<file path="config.mk">
export PLATFORM = sky130hd
export DESIGN_NAME = sac_top
export DESIGN_NICKNAME = d
export VERILOG_FILES = /design/src/design/sac_top.v /design/src/design/sac_pixel_mem.v
export VERILOG_INCLUDE_DIRS = /design/src /design/src/design
export SDC_FILE = /design/constraint.sdc
export NUM_CORES = 1
export LEC_CHECK = 0
export BUFFER_PORTS_ARGS = -buffer_cell sky130_fd_sc_hd__buf_2
export CAP_MARGIN = 20
export CORE_MARGIN = 8
export CORE_UTILIZATION = 37
export CTS_CLUSTER_SIZE = 30
export DETAILED_ROUTE_END_ITERATION = 7
export PLACE_DENSITY = 0.5
export SKIP_CTS_REPAIR_TIMING = 1
export SYNTH_ARGS = -nofsm -noshare
export SYNTH_HDL_FRONTEND = slang
export SYNTH_SLANG_ARGS = --single-unit
</file>
<file path="constraint.sdc">
create_clock -name clk_i -period 2.8 [get_ports clk_i]
set_input_delay 0.56 -clock clk_i [delete_from_list [all_inputs] [get_ports clk_i]]
set_output_delay 0.56 -clock clk_i [all_outputs]
set_load 0.01 [all_outputs]
</file>
<file path="src/design/sac_defs.vh">
// command codes, field layouts and constants for the acquisition command block
`ifndef SAC_DEFS_VH
`define SAC_DEFS_VH
`define SAC_ADDR_W        4
`define SAC_REG_CMD       4'h0
`define SAC_REG_STATE     4'h1
`define SAC_REG_SRC_ON    4'h2
`define SAC_REG_REPLY     4'h3
`define SAC_REG_SERIAL    4'h4
`define SAC_REG_IDN       4'h5
`define SAC_REG_MEMWORD   4'h6
`define SAC_REG_MEMADDR   4'h7
// command word: [3:0] opcode, [7:4] argument index, [11:8] source class,
// [15:12] digitize mask, [16]/[17] pair order, [31:24] serial character
`define SAC_OP_DIGITIZE   4'h1
`define SAC_OP_RUN        4'h2
`define SAC_OP_STOP       4'h3
`define SAC_OP_ERASE      4'h4
`define SAC_OP_MERGE      4'h5
`define SAC_OP_RUNQ       4'h6
`define SAC_OP_LTERQ      4'h7
`define SAC_OP_STATQ      4'h8
`define SAC_OP_SERIAL     4'h9
`define SAC_OP_IDNQ       4'hA
`define SAC_OP_CLEAR      4'hB
`define SAC_CLS_CHAN      4'h0
`define SAC_CLS_FUNC      4'h1
`define SAC_CLS_WMEM      4'h2
`define SAC_CLS_PMEM      4'h3
`define SAC_SWEEP_SINGLE  2'h0
`define SAC_MEM_AW        4
`define SAC_MEM_DEPTH     16
`define SAC_SER_CHARS     10
`define SAC_CHAR_0        8'h30
`define SAC_CHAR_9        8'h39
`define SAC_CHAR_A        8'h41
`define SAC_CHAR_Z        8'h5A
`define SAC_ORD_A_BIT     16
`define SAC_ORD_B_BIT     17
`define SAC_CHAR_MSB      31
`define SAC_CHAR_LSB      24
// arbitrary identity value
`define SAC_ID_CODE       32'h00C0FFEE
`endif

</file>
<file path="src/design/sac_top.v">
// root command interpreter: digitize, run/stop, pixel memories, limit fail, serial
`timescale 1ns/1ps
`include "sac_defs.vh"
module sac_top (
  input  wire        clk_i,
  input  wire        reset_i,
  input  wire [3:0]  addr_i,
  input  wire [31:0] wdata_i,
  input  wire        wr_i,
  input  wire        rd_i,
  input  wire        trigger_i,
  input  wire        limit_fail_i,
  input  wire        protect_open_i,
  input  wire [1:0]  sweep_mode_setting_i,
  input  wire [7:0]  sample_i,
  output reg  [31:0] rdata_o,
  output reg  [3:0]  chan_capture_o,
  output reg         acquiring_o,
  output reg         srq_o,
  output reg         cmd_error_o,
  output reg         serial_commit_o
);
  // one-hot digitize sequencer states
  localparam ST_IDLE  = 3'b001;
  localparam ST_FIRST = 3'b010;
  localparam ST_PAIR2 = 3'b100;
  // trigger, limit-fail and protect pins pass two flops
  reg  [1:0]  trig_s_r;
  reg  [1:0]  lim_s_r;
  reg  [1:0]  prot_s_r;
  reg         trig_d_r;
  wire        trig_edge = trig_s_r[1] & ~trig_d_r;
  reg  [2:0]  dig_st_r;
  reg  [3:0]  dig_sel_r;
  reg  [3:0]  second_r;
  reg         running_r;
  reg         resume_r;
  reg         single_done_r;
  reg         lim_bit_r;
  reg  [3:0]  chan_on_r;
  reg  [1:0]  func_on_r;
  reg  [3:0]  wmem_on_r;
  reg  [2:0]  pmem_on_r;
  reg  [31:0] reply_r;
  reg  [79:0] serial_r;
  reg  [79:0] ser_stage_r;
  reg  [3:0]  ser_cnt_r;
  reg  [3:0]  buf_addr_r;
  reg  [3:0]  mem_raddr_r;
  reg  [1:0]  mem_rsel_r;
  reg         pm_erase_r;
  reg         pm_merge_r;
  reg  [1:0]  pm_sel_r;
  wire [7:0]  pm_rdata;
  wire        pm_busy;
  wire        cmd_wr = wr_i && (addr_i == `SAC_REG_CMD);
  wire [3:0]  op  = wdata_i[3:0];
  wire [3:0]  arg = wdata_i[7:4];
  wire [3:0]  cls = wdata_i[11:8];
  wire [3:0]  dmask = wdata_i[15:12];
  // serial character rides in the top byte, clear of the opcode field
  wire [7:0]  ch = wdata_i[`SAC_CHAR_MSB:`SAC_CHAR_LSB];
  wire        ch_ok = ((ch >= `SAC_CHAR_0) && (ch <= `SAC_CHAR_9)) ||
                      ((ch >= `SAC_CHAR_A) && (ch <= `SAC_CHAR_Z));
  // both members of a shared converter selected
  wire        pair_a = dig_sel_r[0] & dig_sel_r[1];
  wire        pair_b = dig_sel_r[2] & dig_sel_r[3];
  // the member of a shared pair listed second waits for a trigger of its own
  reg  [3:0]  second_nxt;
  always @* begin
    second_nxt = 4'h0;
    if (dmask[0] & dmask[1])
      second_nxt = second_nxt | (wdata_i[`SAC_ORD_A_BIT] ? 4'h1 : 4'h2);
    if (dmask[2] & dmask[3])
      second_nxt = second_nxt | (wdata_i[`SAC_ORD_B_BIT] ? 4'h4 : 4'h8);
  end
  reg         arg_ok;
  reg         src_on;
  always @* begin
    arg_ok = 1'b0;
    src_on = 1'b0;
    case (cls)
      `SAC_CLS_CHAN: begin
        arg_ok = (arg >= 4'h1) && (arg <= 4'h4);
        src_on = arg_ok && chan_on_r[arg[1:0] - 2'h1];
      end
      `SAC_CLS_FUNC: begin
        arg_ok = (arg >= 4'h1) && (arg <= 4'h2);
        src_on = arg_ok && func_on_r[arg[0] ? 1'b0 : 1'b1];
      end
      `SAC_CLS_WMEM: begin
        arg_ok = (arg >= 4'h1) && (arg <= 4'h4);
        src_on = arg_ok && wmem_on_r[arg[1:0] - 2'h1];
      end
      `SAC_CLS_PMEM: begin
        arg_ok = (arg <= 4'h2);
        src_on = arg_ok && pmem_on_r[arg[1:0]];
      end
      default: begin
        arg_ok = 1'b0;
        src_on = 1'b0;
      end
    endcase
  end
  // one sample buffer per channel, filled on that channel's capture pulse
  wire [31:0] chbuf_rd;
  genvar g;
  generate
    for (g = 0; g < 4; g = g + 1) begin : g_chbuf
      reg [7:0] buf_r [0:15];
      always @(posedge clk_i) begin
        if (chan_capture_o[g])
          buf_r[buf_addr_r] <= sample_i;
      end
      assign chbuf_rd[8*g +: 8] = buf_r[mem_raddr_r];
    end
  endgenerate
  // serial byte chosen by the latched word address; past the tenth reads zero
  reg  [7:0]  ser_byte;
  always @* begin
    ser_byte = 8'h00;
    if (mem_raddr_r < `SAC_SER_CHARS)
      ser_byte = serial_r[8*mem_raddr_r +: 8];
  end
  always @(posedge clk_i) begin
    if (reset_i) begin
      trig_s_r       <= 2'h0;
      lim_s_r        <= 2'h0;
      prot_s_r       <= 2'h0;
      trig_d_r       <= 1'b0;
      dig_st_r       <= ST_IDLE;
      dig_sel_r      <= 4'h0;
      second_r       <= 4'h0;
      running_r      <= 1'b0;
      resume_r       <= 1'b0;
      single_done_r  <= 1'b0;
      lim_bit_r      <= 1'b0;
      chan_on_r      <= 4'hF;
      func_on_r      <= 2'h0;
      wmem_on_r      <= 4'h0;
      pmem_on_r      <= 3'h1;
      reply_r        <= 32'h0000_0000;
      serial_r       <= 80'h0;
      ser_stage_r    <= 80'h0;
      ser_cnt_r      <= 4'h0;
      buf_addr_r     <= 4'h0;
      mem_raddr_r    <= 4'h0;
      mem_rsel_r     <= 2'h0;
      pm_erase_r     <= 1'b0;
      pm_merge_r     <= 1'b0;
      pm_sel_r       <= 2'h0;
      rdata_o        <= 32'h0000_0000;
      chan_capture_o <= 4'h0;
      acquiring_o    <= 1'b0;
      srq_o          <= 1'b0;
      cmd_error_o    <= 1'b0;
      serial_commit_o <= 1'b0;
    end else begin
      trig_s_r <= {trig_s_r[0], trigger_i};
      lim_s_r  <= {lim_s_r[0], limit_fail_i};
      prot_s_r <= {prot_s_r[0], protect_open_i};
      trig_d_r <= trig_s_r[1];
      pm_erase_r      <= 1'b0;
      pm_merge_r      <= 1'b0;
      cmd_error_o     <= 1'b0;
      serial_commit_o <= 1'b0;
      srq_o           <= 1'b0;
      chan_capture_o  <= 4'h0;
      if (chan_capture_o != 4'h0)
        buf_addr_r <= buf_addr_r + 4'h1;
      // set wins over a clear in the same cycle
      if (lim_s_r[1] && !lim_bit_r) begin
        lim_bit_r <= 1'b1;
        srq_o     <= 1'b1;
      end else if (cmd_wr && op == `SAC_OP_LTERQ) begin
        lim_bit_r <= 1'b0;
      end
      // digitize sequencer
      case (dig_st_r)
        ST_IDLE: begin
          if (running_r && trig_edge && !(single_done_r &&
              sweep_mode_setting_i == `SAC_SWEEP_SINGLE)) begin
            chan_capture_o <= chan_on_r;
            buf_addr_r     <= 4'h0;
            if (sweep_mode_setting_i == `SAC_SWEEP_SINGLE)
              single_done_r <= 1'b1;
          end
        end
        ST_FIRST: begin
          if (trig_edge) begin
            chan_capture_o <= dig_sel_r & ~second_r;
            buf_addr_r     <= 4'h0;
            if (pair_a || pair_b) begin
              dig_st_r <= ST_PAIR2;
            end else begin
              dig_st_r    <= ST_IDLE;
              running_r   <= 1'b0;
              acquiring_o <= 1'b0;
            end
          end
        end
        ST_PAIR2: begin
          if (trig_edge) begin
            chan_capture_o <= second_r;
            buf_addr_r     <= 4'h0;
            dig_st_r       <= ST_IDLE;
            running_r      <= 1'b0;
            acquiring_o    <= 1'b0;
          end
        end
        default: dig_st_r <= ST_IDLE;
      endcase
      // resume acquisition once the memory 0 wipe finishes
      if (resume_r && !pm_busy && !pm_erase_r) begin
        resume_r    <= 1'b0;
        running_r   <= 1'b1;
        acquiring_o <= 1'b1;
      end
      if (cmd_wr) begin
        case (op)
          `SAC_OP_DIGITIZE: begin
            // an empty channel list has nothing to digitize
            if (dmask == 4'h0) begin
              cmd_error_o <= 1'b1;
            end else begin
              dig_sel_r   <= dmask;
              chan_on_r   <= dmask;
              // channel listed first in the argument order goes first
              second_r    <= second_nxt;
              dig_st_r    <= ST_FIRST;
              running_r   <= 1'b1;
              acquiring_o <= 1'b1;
            end
          end
          `SAC_OP_RUN: begin
            running_r     <= 1'b1;
            single_done_r <= 1'b0;
            acquiring_o   <= 1'b1;
          end
          `SAC_OP_STOP: begin
            running_r   <= 1'b0;
            acquiring_o <= 1'b0;
            resume_r    <= 1'b0;
            dig_st_r    <= ST_IDLE;
          end
          `SAC_OP_CLEAR: begin
            dig_st_r    <= ST_IDLE;
            second_r    <= 4'h0;
            running_r   <= 1'b0;
            acquiring_o <= 1'b0;
            ser_cnt_r   <= 4'h0;
          end
          `SAC_OP_ERASE: begin
            if (cls != `SAC_CLS_PMEM || !arg_ok || pm_busy) begin
              cmd_error_o <= 1'b1;
            end else begin
              pm_erase_r <= 1'b1;
              pm_sel_r   <= arg[1:0];
              // live samples must not land in memory 0 while it is wiped
              if (arg == 4'h0 && running_r) begin
                running_r   <= 1'b0;
                acquiring_o <= 1'b0;
                resume_r    <= 1'b1;
              end
            end
          end
          `SAC_OP_MERGE: begin
            if (cls != `SAC_CLS_PMEM || arg == 4'h0 || !arg_ok || pm_busy) begin
              cmd_error_o <= 1'b1;
            end else begin
              pm_merge_r <= 1'b1;
              pm_sel_r   <= arg[1:0];
            end
          end
          `SAC_OP_RUNQ: reply_r <= {31'h0, running_r};
          `SAC_OP_LTERQ: reply_r <= {31'h0, lim_bit_r};
          `SAC_OP_STATQ: begin
            // status reads leave every on/off flag untouched
            if (!arg_ok)
              cmd_error_o <= 1'b1;
            else
              reply_r <= {31'h0, src_on};
          end
          `SAC_OP_SERIAL: begin
            // a bad character restarts entry so a short string never commits
            if (!ch_ok) begin
              cmd_error_o <= 1'b1;
              ser_cnt_r   <= 4'h0;
            end else if (ser_cnt_r == 4'h9) begin
              ser_cnt_r <= 4'h0;
              if (prot_s_r[1]) begin
                serial_r        <= {ser_stage_r[71:0], ch};
                serial_commit_o <= 1'b1;
              end else begin
                cmd_error_o <= 1'b1;
              end
            end else begin
              ser_stage_r <= {ser_stage_r[71:0], ch};
              ser_cnt_r   <= ser_cnt_r + 4'h1;
            end
          end
          `SAC_OP_IDNQ: reply_r <= `SAC_ID_CODE; // arbitrary identity value
          default: cmd_error_o <= 1'b1;
        endcase
      end
      if (wr_i && addr_i == `SAC_REG_MEMADDR) begin
        mem_raddr_r <= wdata_i[3:0];
        mem_rsel_r  <= wdata_i[5:4];
      end
      // read data stands for one cycle only, zero otherwise
      rdata_o <= 32'h0000_0000;
      if (rd_i) begin
        case (addr_i)
          `SAC_REG_STATE:   rdata_o <= {26'h0, lim_bit_r, pm_busy, dig_st_r[0],
                                        resume_r, 1'b0, running_r};
          `SAC_REG_SRC_ON:  rdata_o <= {19'h0, pmem_on_r, wmem_on_r, func_on_r, chan_on_r};
          `SAC_REG_REPLY:   rdata_o <= reply_r;
          // serial word index chosen by low bits of the latched memory address
          `SAC_REG_SERIAL:  rdata_o <= {24'h0, ser_byte};
          `SAC_REG_IDN:     rdata_o <= {24'h0, serial_r[7:0]};
          `SAC_REG_MEMWORD: rdata_o <= {16'h0, chbuf_rd[8*mem_rsel_r +: 8], pm_rdata};
          `SAC_REG_MEMADDR: rdata_o <= {26'h0, mem_rsel_r, mem_raddr_r};
          default:          rdata_o <= 32'h0000_0000;
        endcase
      end
    end
  end
  // the active memory takes samples only while no erase or combine walks it
  sac_pixel_mem u_pmem (
    .clk_i     (clk_i),
    .reset_i   (reset_i),
    .wr_i      (running_r && trig_edge && !pm_busy),
    .wr_addr_i (buf_addr_r),
    .wr_data_i (sample_i),
    .erase_i   (pm_erase_r),
    .merge_i   (pm_merge_r),
    .sel_i     (pm_sel_r),
    .rd_mem_i  (mem_rsel_r),
    .rd_addr_i (mem_raddr_r),
    .rd_data_o (pm_rdata),
    .busy_o    (pm_busy)
  );
endmodule // sac_top

</file>
<file path="src/design/sac_pixel_mem.v">
// three pixel memories with erase and combine sequencer
`timescale 1ns/1ps
`include "sac_defs.vh"
module sac_pixel_mem (
  input  wire        clk_i,
  input  wire        reset_i,
  input  wire        wr_i,
  input  wire [3:0]  wr_addr_i,
  input  wire [7:0]  wr_data_i,
  input  wire        erase_i,
  input  wire        merge_i,
  input  wire [1:0]  sel_i,
  input  wire [1:0]  rd_mem_i,
  input  wire [3:0]  rd_addr_i,
  output reg  [7:0]  rd_data_o,
  output reg         busy_o
);
  reg [7:0] mem0 [0:15];
  reg [7:0] mem1 [0:15];
  reg [7:0] mem2 [0:15];
  reg [3:0] idx_r;
  reg       do_erase_r;
  reg [1:0] tgt_r;
  always @(posedge clk_i) begin
    if (reset_i) begin
      busy_o     <= 1'b0;
      idx_r      <= 4'h0;
      do_erase_r <= 1'b0;
      tgt_r      <= 2'h0;
      rd_data_o  <= 8'h00;
    end else begin
      case (rd_mem_i)
        2'h0:    rd_data_o <= mem0[rd_addr_i];
        2'h1:    rd_data_o <= mem1[rd_addr_i];
        2'h2:    rd_data_o <= mem2[rd_addr_i];
        default: rd_data_o <= 8'h00;
      endcase
      if (!busy_o && (erase_i || merge_i)) begin
        busy_o     <= 1'b1;
        idx_r      <= 4'h0;
        do_erase_r <= erase_i;
        tgt_r      <= sel_i;
      end else if (busy_o) begin
        if (idx_r == 4'hF)
          busy_o <= 1'b0;
        idx_r <= idx_r + 4'h1;
      end
    end
  end
  // memory arrays carry no reset; erase walks every word
  always @(posedge clk_i) begin
    if (busy_o && do_erase_r) begin
      if (tgt_r == 2'h0)
        mem0[idx_r] <= 8'h00;
      if (tgt_r == 2'h1)
        mem1[idx_r] <= 8'h00;
      if (tgt_r == 2'h2)
        mem2[idx_r] <= 8'h00;
    end else if (busy_o) begin
      if (tgt_r == 2'h1)
        mem1[idx_r] <= mem1[idx_r] | mem0[idx_r];
      if (tgt_r == 2'h2)
        mem2[idx_r] <= mem2[idx_r] | mem0[idx_r];
    end else if (wr_i) begin
      mem0[wr_addr_i] <= mem0[wr_addr_i] | wr_data_i;
    end
  end
endmodule // sac_pixel_mem

</file>
### After elaboration in Yosys (flattened, before gate mapping)

Memories as Yosys holds them, arrays and structs flattened. A register that Yosys moved wholly into a read port is not among the register bits.
Index checks and enable logic that the tools add are counted.

| operators by class | value |
|---|---|
| reduce and logical (&&, ||, !) cells | 65 |
| order comparisons | 11 |
| equal/unequal tests | 35 |
| bitwise gates (word level) | 22 |
| $add $sub $neg | 4 |
| shifts and indexed selects | 2 |
| multiplexer cells | 142 |

Operators by type and width:

| kind | count |
|---|---|
| 32-bit one-hot mux with 7 select lines | 1 |
| 4-bit two-way mux | 33 |
| 32-bit one-hot mux with 4 select lines | 1 |
| 80-bit by 8-bit indexed part select with 8-bit output | 1 |
| 1-bit two-way mux | 74 |
| 4-bit by 3-bit equality test with 1-bit output (second input constant) | 8 |
| 32-bit two-way mux | 1 |
| 8-bit two-way mux | 4 |
| 32-bit by 6-bit indexed part select with 8-bit output | 1 |
| 4-bit by 2-bit equality test with 1-bit output (second input constant) | 6 |
| 4-bit equality test (second input constant) | 6 |
| 8-bit bitwise OR | 3 |
| 4-bit one-hot mux with 2 select lines | 3 |
| 8-bit one-hot mux with 3 select lines | 1 |
| 1-bit logical AND | 21 |
| 4-bit zero test | 4 |
| 3-bit two-way mux | 5 |
| 4-bit by 1-bit adder with 4-bit output (second input constant) | 3 |
| 4-bit by 1-bit equality test with 1-bit output (second input constant) | 3 |
| 1-bit one-hot mux with 4 select lines | 3 |
| 4-bit one-hot mux with 3 select lines | 1 |
| 2-bit OR reduction | 6 |
| 1-bit NOT | 9 |
| 3-bit one-hot mux with 3 select lines | 1 |
| other kinds (43) | 82 |

| storage, ports and cells | value |
|---|---|
| bits in registers | 284 |
| memories kept | 7 |
| output and inout port bits | 40 |
| RAM bits | 896 |
| logic and storage cells | 321 |
| input bits | 53 |

Memories:

| memory | depth | width | rd ports | clocked after Yosys merged registers in | write ports | RTL line | text |
|---|---|---|---|---|---|---|---|
| g_chbuf[0].buf_r | 16 | 8 | 1 | 1 | 1 | sac_top.v:110 | `reg [7:0] buf_r [0:15];` |
| g_chbuf[1].buf_r | 16 | 8 | 1 | 1 | 1 | sac_top.v:110 |  |
| g_chbuf[2].buf_r | 16 | 8 | 1 | 1 | 1 | sac_top.v:110 |  |
| g_chbuf[3].buf_r | 16 | 8 | 1 | 1 | 1 | sac_top.v:110 |  |
| u_pmem.mem0 | 16 | 8 | 3 | 3 | 1 | sac_pixel_mem.v:18 | `reg [7:0] mem0 [0:15];` |
| u_pmem.mem1 | 16 | 8 | 2 | 2 | 1 | sac_pixel_mem.v:19 | `reg [7:0] mem1 [0:15];` |
| 1 more memories | n/a | n/a | n/a | n/a | n/a | n/a |  |

### Longest topological paths before layout

Gate-level depths: netlist of run 1.

| logic depth | value |
|---|---|
| depth after elaboration | 10 |
| gate-level depth with buffers | 10 |
| depth with buffers taken out | 8 |

### By module

Synthesis of run 1 repeated with hierarchy kept, for this count alone.

| unflattened totals | value |
|---|---|
| cell total of the unflattened synthesis | 3132 |
| area total of the unflattened synthesis | 49296.0 um2 |

Modules (own cells, without submodules):

| module | instances | area each (um2) | seq. area each (um2) | cells each |
|---|---|---|---|---|
| sac_top | 1 | 29463.3 | 19919.1 | 2079 |
| sac_pixel_mem | 1 | 19832.8 | 11931.4 | 1053 |

### Worst setup path after synthesis of run 1

OpenSTA, ideal clock, no wires.

| timing | value |
|---|---|
| path type | register to register |
| start point | register, netlist name buf_addr_r[0] |
| end point | memory u_pmem.mem0[0][0] (data pin) |
| data required time | 2501 ps |
| cell stages (with the launch flop) | 6 |
| buffers on the path | 2 |
| setup slack | 292 ps |
| period minus slack after synthesis | 2508 ps |
| arrival time | 2209 ps |
| cells stage by stage | dfxtp_1 buf_2 buf_2 mux4_2 mux4_2 o21a_1 |

RTL lines:

| item | RTL line |
|---|---|
| end, declared | sac_pixel_mem.v:18 |

==> impl_metrics.json, run 1 <==
{
  "status": "complete, no violations",
  "cts.sinks": 1143,
  "finalWirelength_mm": 138,
  "cts_tree": "yes",
  "clkTransAtPathRegs_ps": 60,
  "hold_class": "in2reg",
  "p_seq_share_pct": 52.2,
  "initial_utilization_pct": 37.3,
  "clkPwrFrac_pct": 46.0,
  "fillers": 11664,
  "leakagePower_nw": 18.5,
  "worstSetupPathType": "reg2reg",
  "io_pins": 93,
  "crit_path_top_delay_cell": "dfxtp_4",
  "row_count": 133,
  "dpl_cell_area_mm2": 0.0531,
  "clk_latency_ps": 750,
  "ys_warn_count": 0,
  "ys_seq_elements": 1143,
  "die_w_um": 380,
  "drc_errors": 0,
  "via_per_inst": 5.57,
  "startpoint_type": "register",
  "synthArstFlopShare_pct": 0,
  "drv_slew": 0,
  "avgSynthCellArea_um2": 15.8,
  "rsz0062_at_grt": "false",
  "grt_usage_pct": 18.5,
  "cts.path.max_buffers": 3,
  "grt_pass1_vias": 29684,
  "syn_inst": 3097,
  "wl_per_cell_um": 26.4,
  "vdd_ir_drop_max_v": 0.000556,
  "post-synth-top-count-cell": "edfxtp_1",
  "fin_tns_setup_ps": 0,
  "grt_pass1_wl_mm": 202,
  "die-height_um": 380,
  "required_ps": 3390,
  "placed_cells": 4990,
  "relSlewSlack_pct": 35.2,
  "combPwrFrac_pct": 1.8,
  "instances_no_fill": 5218,
  "final_layout_size_suffix_gt1_share_pct": 28.1,
  "clock.fmax_mhz": 372,
  "cp.arrival_ps": 3280,
  "area_delta_synth_final_pct": 16.4,
  "drt-initial-drc-count": 2345,
  "htree_levels": 3,
  "numPortBuffers": 72,
  "vias": 29067,
  "netlist_top_cells_count": "896 x edfxtp_1, 409 x nand2_1, 378 x mux4_2, 247 x dfxtp_1, 207 x a21oi_1",
  "p_int_mw": 27.8,
  "cp-end-kind": "register",
  "layout_min_cycle_time_ps": 2690,
  "netSwitchingFraction_pct": 20.2,
  "grt_max_degree": 212,
  "synth.area.top_cells": "edfxtp_1 55%, mux4_2 17%, dfxtp_1 10%, nand2_1 3.1%, mux2i_1 2.3%",
  "yosys.cell_types.count": 70,
  "synth_top_area_share_pct": 54.9,
  "post-route-period-util_pct": 96.1,
  "antenna_left": 0,
  "drtPass1Iterations": 7,
  "cp_max_fo": 25,
  "coreArea_mm2": 0.131,
  "worstMarginPinSlew_ps": 973,
  "hold_violations": 0,
  "place.gp.congestion": 0.835,
  "cts_buffers": 121,
  "crit_chain": "buf_12 -> mux4_2 -> nor4b_1 -> a311oi_1 -> nand4_1 -> o22ai_1",
  "antenna_found_initial": 6,
  "final_cell_area_mm2": 0.0571,
  "synth_edf_count": 896,
  "hpwl_mm": 90.7,
  "cts_root_buffer": "clkbuf_16",
  "maxCapViolCount": 0,
  "ys.flop_type": "edfxtp_1",
  "synth_largest_area_cell": "edfxtp_1",
  "nets": 3424,
  "worst_path_largest_cell_delay_ps": 750,
  "fin_hold_ws_ps": 71.2,
  "setup_viol": 0,
  "dieArea_mm2": 0.144,
  "power_switching_mw": 7.06,
  "worst_clock_skew_ps": 51.5,
  "synth-seq-area-share_pct": 65.0,
  "hp-start": "limit_fail_i",
  "final_util_pct": 43.4,
  "syn_area_mm2": 0.0490,
  "p_per_area_mw_per_mm2": 611,
  "grt-ovfl-total": 0
}
## cell families after synthesis
group | count (synthesis) | share of synthesized area (%)
DFF | 1143 | 65.0
and+or+nand+nor | 755 | 6.71
muxes | 527 | 20.5
AOI/OAI and AO/OA | 416 | 5.16
buffers and inverters | 234 | 2.20
adders and majority gates | 13 | 0.332
xor gates and xnor gates | 8 | 0.143
other | 1 | 0.00765
## metrics by stage
step / total power [mW] / setup WS, ps
after floorplan: 18.9 / 292
after global placement: 19.2 / 99.5
after detailed placement: 19.2 / 116
after CTS: 35.2 / 74.7
after global routing: 35.9 / 44.1
final: 34.9 / 110
## critical path: cells and delay by family (launching register included)
family | cells | cell delay [ps]
buffers and inverters | 1 | 280
flip-flops | 1 | 750
multiplexers | 1 | 320
AND/OR/NAND/NOR | 2 | 900
AO/OA/AOI/OAI | 2 | 280
## flip-flops by register name, indices dropped and copies added (netlist names), 3 cells and up, named ones only
name	count
buf_addr_r	4
chan_capture_o	4
chan_on_r	4
dig_sel_r	4
dig_st_r	3
g_chbuf.buf_r	512
mem_raddr_r	4
rdata_o	17
second_r	4
ser_cnt_r	4
ser_stage_r	72
serial_r	80
u_pmem.idx_r	4
u_pmem.mem0	128
u_pmem.mem1	128
u_pmem.mem2	128
u_pmem.rd_data_o	8
## worst paths after layout
kind	endpoint	slack (ps)	cells after the start
hold / removal	lim_s_r[0]	70	2
setup / recovery	rdata_o[10]	110	6
hold reg to reg	lim_s_r[1]	440	1
setup reg to reg	rdata_o[10]	110	6
## per-layer routing
layer | part of all wire [%] | GRT usage [%]
met3 | 5.9 | 2.97
met4 | 2.6 | 5.72
met1 | 42 | 25.3
met5 | 0.0087 | 0
met2 | 49 | 30.5
## final cells by class
type | instances | area (um^2) | area share (%)
sequential | 1143 | 31900 | 55.8
tap | 1755 | 2200 | 3.85
clock buffer | 177 | 3540 | 6.21
inverter | 15 | 56.3 | 0.0986
multi-input combinational | 1733 | 16200 | 28.3
clock inverter | 49 | 462 | 0.809
antenna | 2 | 5.00 | 0.00877
timing repair buffer | 344 | 2780 | 4.88
## placed cells by master (no fill, tap or decap), types with 30 or more instances in the layout
master and n:
a21oi_1 207, a22oi_1 51, buf_12 30, buf_2 71, buf_4 242, clkbuf_16 125, dfxtp_1 238, edfxtp_1 896
mux2_2 35, mux2i_1 114, mux4_2 378, nand2_1 409, nand3_1 37, nor2_1 162, o21ai_0 32
## power by group through the flow
stage | Clock (mW) | Combinational (mW) | Sequential, mW
floorplan | 0 | 0.302 | 18.6
detailed placement | 0 | 0.641 | 18.6
global route | 17.0 | 0.681 | 18.2
CTS | 16.4 | 0.642 | 18.2
global placement | 0 | 0.624 | 18.6
finish | 16.1 | 0.633 | 18.2
Power figures use the tool's default switching activity.
==> inputs of run 2 (changes only) <==
Settings changed: CORE_UTILIZATION 37 to 55, PLACE_DENSITY 0.5 to 0.69.
==> run 2 against run 1 <==
Net effect:
- total power decreased by 3.6%
- fmax grew 2.2%
- non-clock buffer count decreased by 46
- clock skew decreased by 11 ps
- count of clock-buffer cells in the layout fell by 32
- register-to-register slack better by 60 ps
- first-iteration DRC count up 53%
- combinational power fell by 4.1%
- final cell count down 12%
- sequential share of layout area increased by 1.4 points
- global-route usage grew 6.8 points
==> impl_metrics.json, run 2 (same netlist as run 1, synthesis figures left out) <==
{
  "status": "complete, no violations",
  "post-route-period-util_pct": 94.0,
  "vdd_ir_drop_max_v": 0.000551,
  "rsz0062_at_grt": "false",
  "hpwl_mm": 82.3,
  "final_layout_size_suffix_gt1_share_pct": 26.6,
  "final_common_cell": "edfxtp_1",
  "final_cell_mix": "896 x edfxtp_1, 409 x nand2_1, 378 x mux4_2",
  "row_count": 109,
  "htree_levels": 3,
  "cp.arrival_ps": 3190,
  "drv_slew": 0,
  "startpoint_type": "register",
  "cts_root_buffer": "clkbuf_16",
  "drc_errors": 0,
  "clk_latency_ps": 710,
  "final_util_pct": 63.0,
  "largest-register": "g_chbuf.buf_r",
  "finalWirelength_mm": 127,
  "finalPower_mw": 33.7,
  "cts_tree": "yes",
  "area_delta_synth_final_pct": 13.5,
  "worst_path_largest_cell_delay_ps": 570,
  "die_w_um": 315,
  "antenna_found_initial": 2,
  "cts.sinks": 1143,
  "largest_reg_flops": 512,
  "antenna_left": 0,
  "cp_max_fo": 33,
  "setup_viol": 0,
  "clkTransAtPathRegs_ps": 70,
  "fin_hold_ws_ps": 97.3,
  "grt-ovfl-total": 0,
  "nets": 3370,
  "grt_max_degree": 212,
  "r2r_end": "rdata_o[15]",
  "dpl_cell_area_mm2": 0.0520,
  "hold_class": "in2reg",
  "crit_path_top_delay_cell": "and2_1",
  "worstMarginPinSlew_ps": 1040,
  "drtPass1Iterations": 5,
  "cts.path.max_buffers": 3,
  "p_per_area_mw_per_mm2": 605,
  "fin_tns_setup_ps": 0,
  "dieArea_mm2": 0.0990,
  "wl_per_cell_um": 27.9,
  "cp-end-kind": "register",
  "grt_usage_pct": 25.3,
  "hold_violations": 0,
  "cts_buffers": 113,
  "relSlewSlack_pct": 30.5,
  "place.gp.congestion": 0.882,
  "cp-endpoint": "rdata_o[15]",
  "final_cell_area_mm2": 0.0557,
  "crit_chain": "buf_12 -> and2_1 -> a22oi_1 -> a31oi_1 -> a32o_1 -> o21ai_1",
  "required_ps": 3360,
  "io_pins": 93,
  "coreArea_mm2": 0.0884,
  "clock.fmax_mhz": 380,
  "die-height_um": 315,
  "worstSetupPathType": "reg2reg",
  "maxCapViolCount": 0,
  "initial_utilization_pct": 55.5,
  "numPortBuffers": 72,
  "grt_pass1_wl_mm": 189,
  "via_per_inst": 6.51,
  "r2r_slack_ps": 170,
  "grt_pass1_vias": 29695,
  "r2r_cells": 6,
  "leakagePower_nw": 18.1,
  "drt-initial-drc-count": 3585,
  "worst_clock_skew_ps": 40.9,
  "layout_min_cycle_time_ps": 2630,
  "vias": 29720
}
run 2: per-stage QoR:
step | instances | worst slack (ps)
floorplan | 3110 | 292
global placement | 4354 | 235
CTS | 4567 | 183
finish | 4568 | 168
global route | 4567 | 87.1
detailed placement | 4354 | 197
run 2: layout make-up:
type | count | area [um^2]
Fill cell | 6223 | 32700
Sequential cell | 1143 | 31900
Timing Repair Buffer | 298 | 2490
Antenna cell | 1 | 2.50
Multi-Input combinational cell | 1733 | 16200
Clock inverter | 68 | 589
Inverter | 15 | 56.3
Tap cell | 1165 | 1460
Clock buffer | 145 | 3020
run 2: worst min path at each step:
| stage | start | endpoint | slack (ps) | cells past startpoint |
|---|---|---|---|---|
| floorplan | lim_s_r[0] | lim_s_r[1] | 410 | 1 |
| global placement | prot_s_r[0] | prot_s_r[1] | 440 | 1 |
| detailed placement | trig_s_r[0] | trig_s_r[1] | 430 | 1 |
| CTS | trigger_i | trig_s_r[0] | 60 | 2 |
| global route | trigger_i | trig_s_r[0] | 80 | 2 |
| finish | trigger_i | trig_s_r[0] | 100 | 2 |
run 2: power breakdown:
part,total [mW],internal [mW],switching [mW]
registers,18.2,18.2,0.0196
clock network,14.8,8.36,6.49
logic,0.607,0.189,0.418
total,33.7,26.7,6.93
run 2: worst max-delay path, delay by kind of cell, from the launching register on:
family,cells,cell delay [ps]
AO/OA/AOI/OAI,4,1050
AND/OR/NAND/NOR,1,570
flip-flops,1,520
buffers and inverters,1,310
run 2: metal layers:
layer / global-route usage [%] / wire [um] / share of wire, % / vias up
li1: - / - / - / 12590
met1: 34.7 / 49100 / 39 / 15285
met2: 40.2 / 61000 / 48 / 1582
met3: 5.52 / 12800 / 10 / 261
met4: 9.18 / 4520 / 3.6 / 2
met5: 0 / 8 / 0.0063 / -
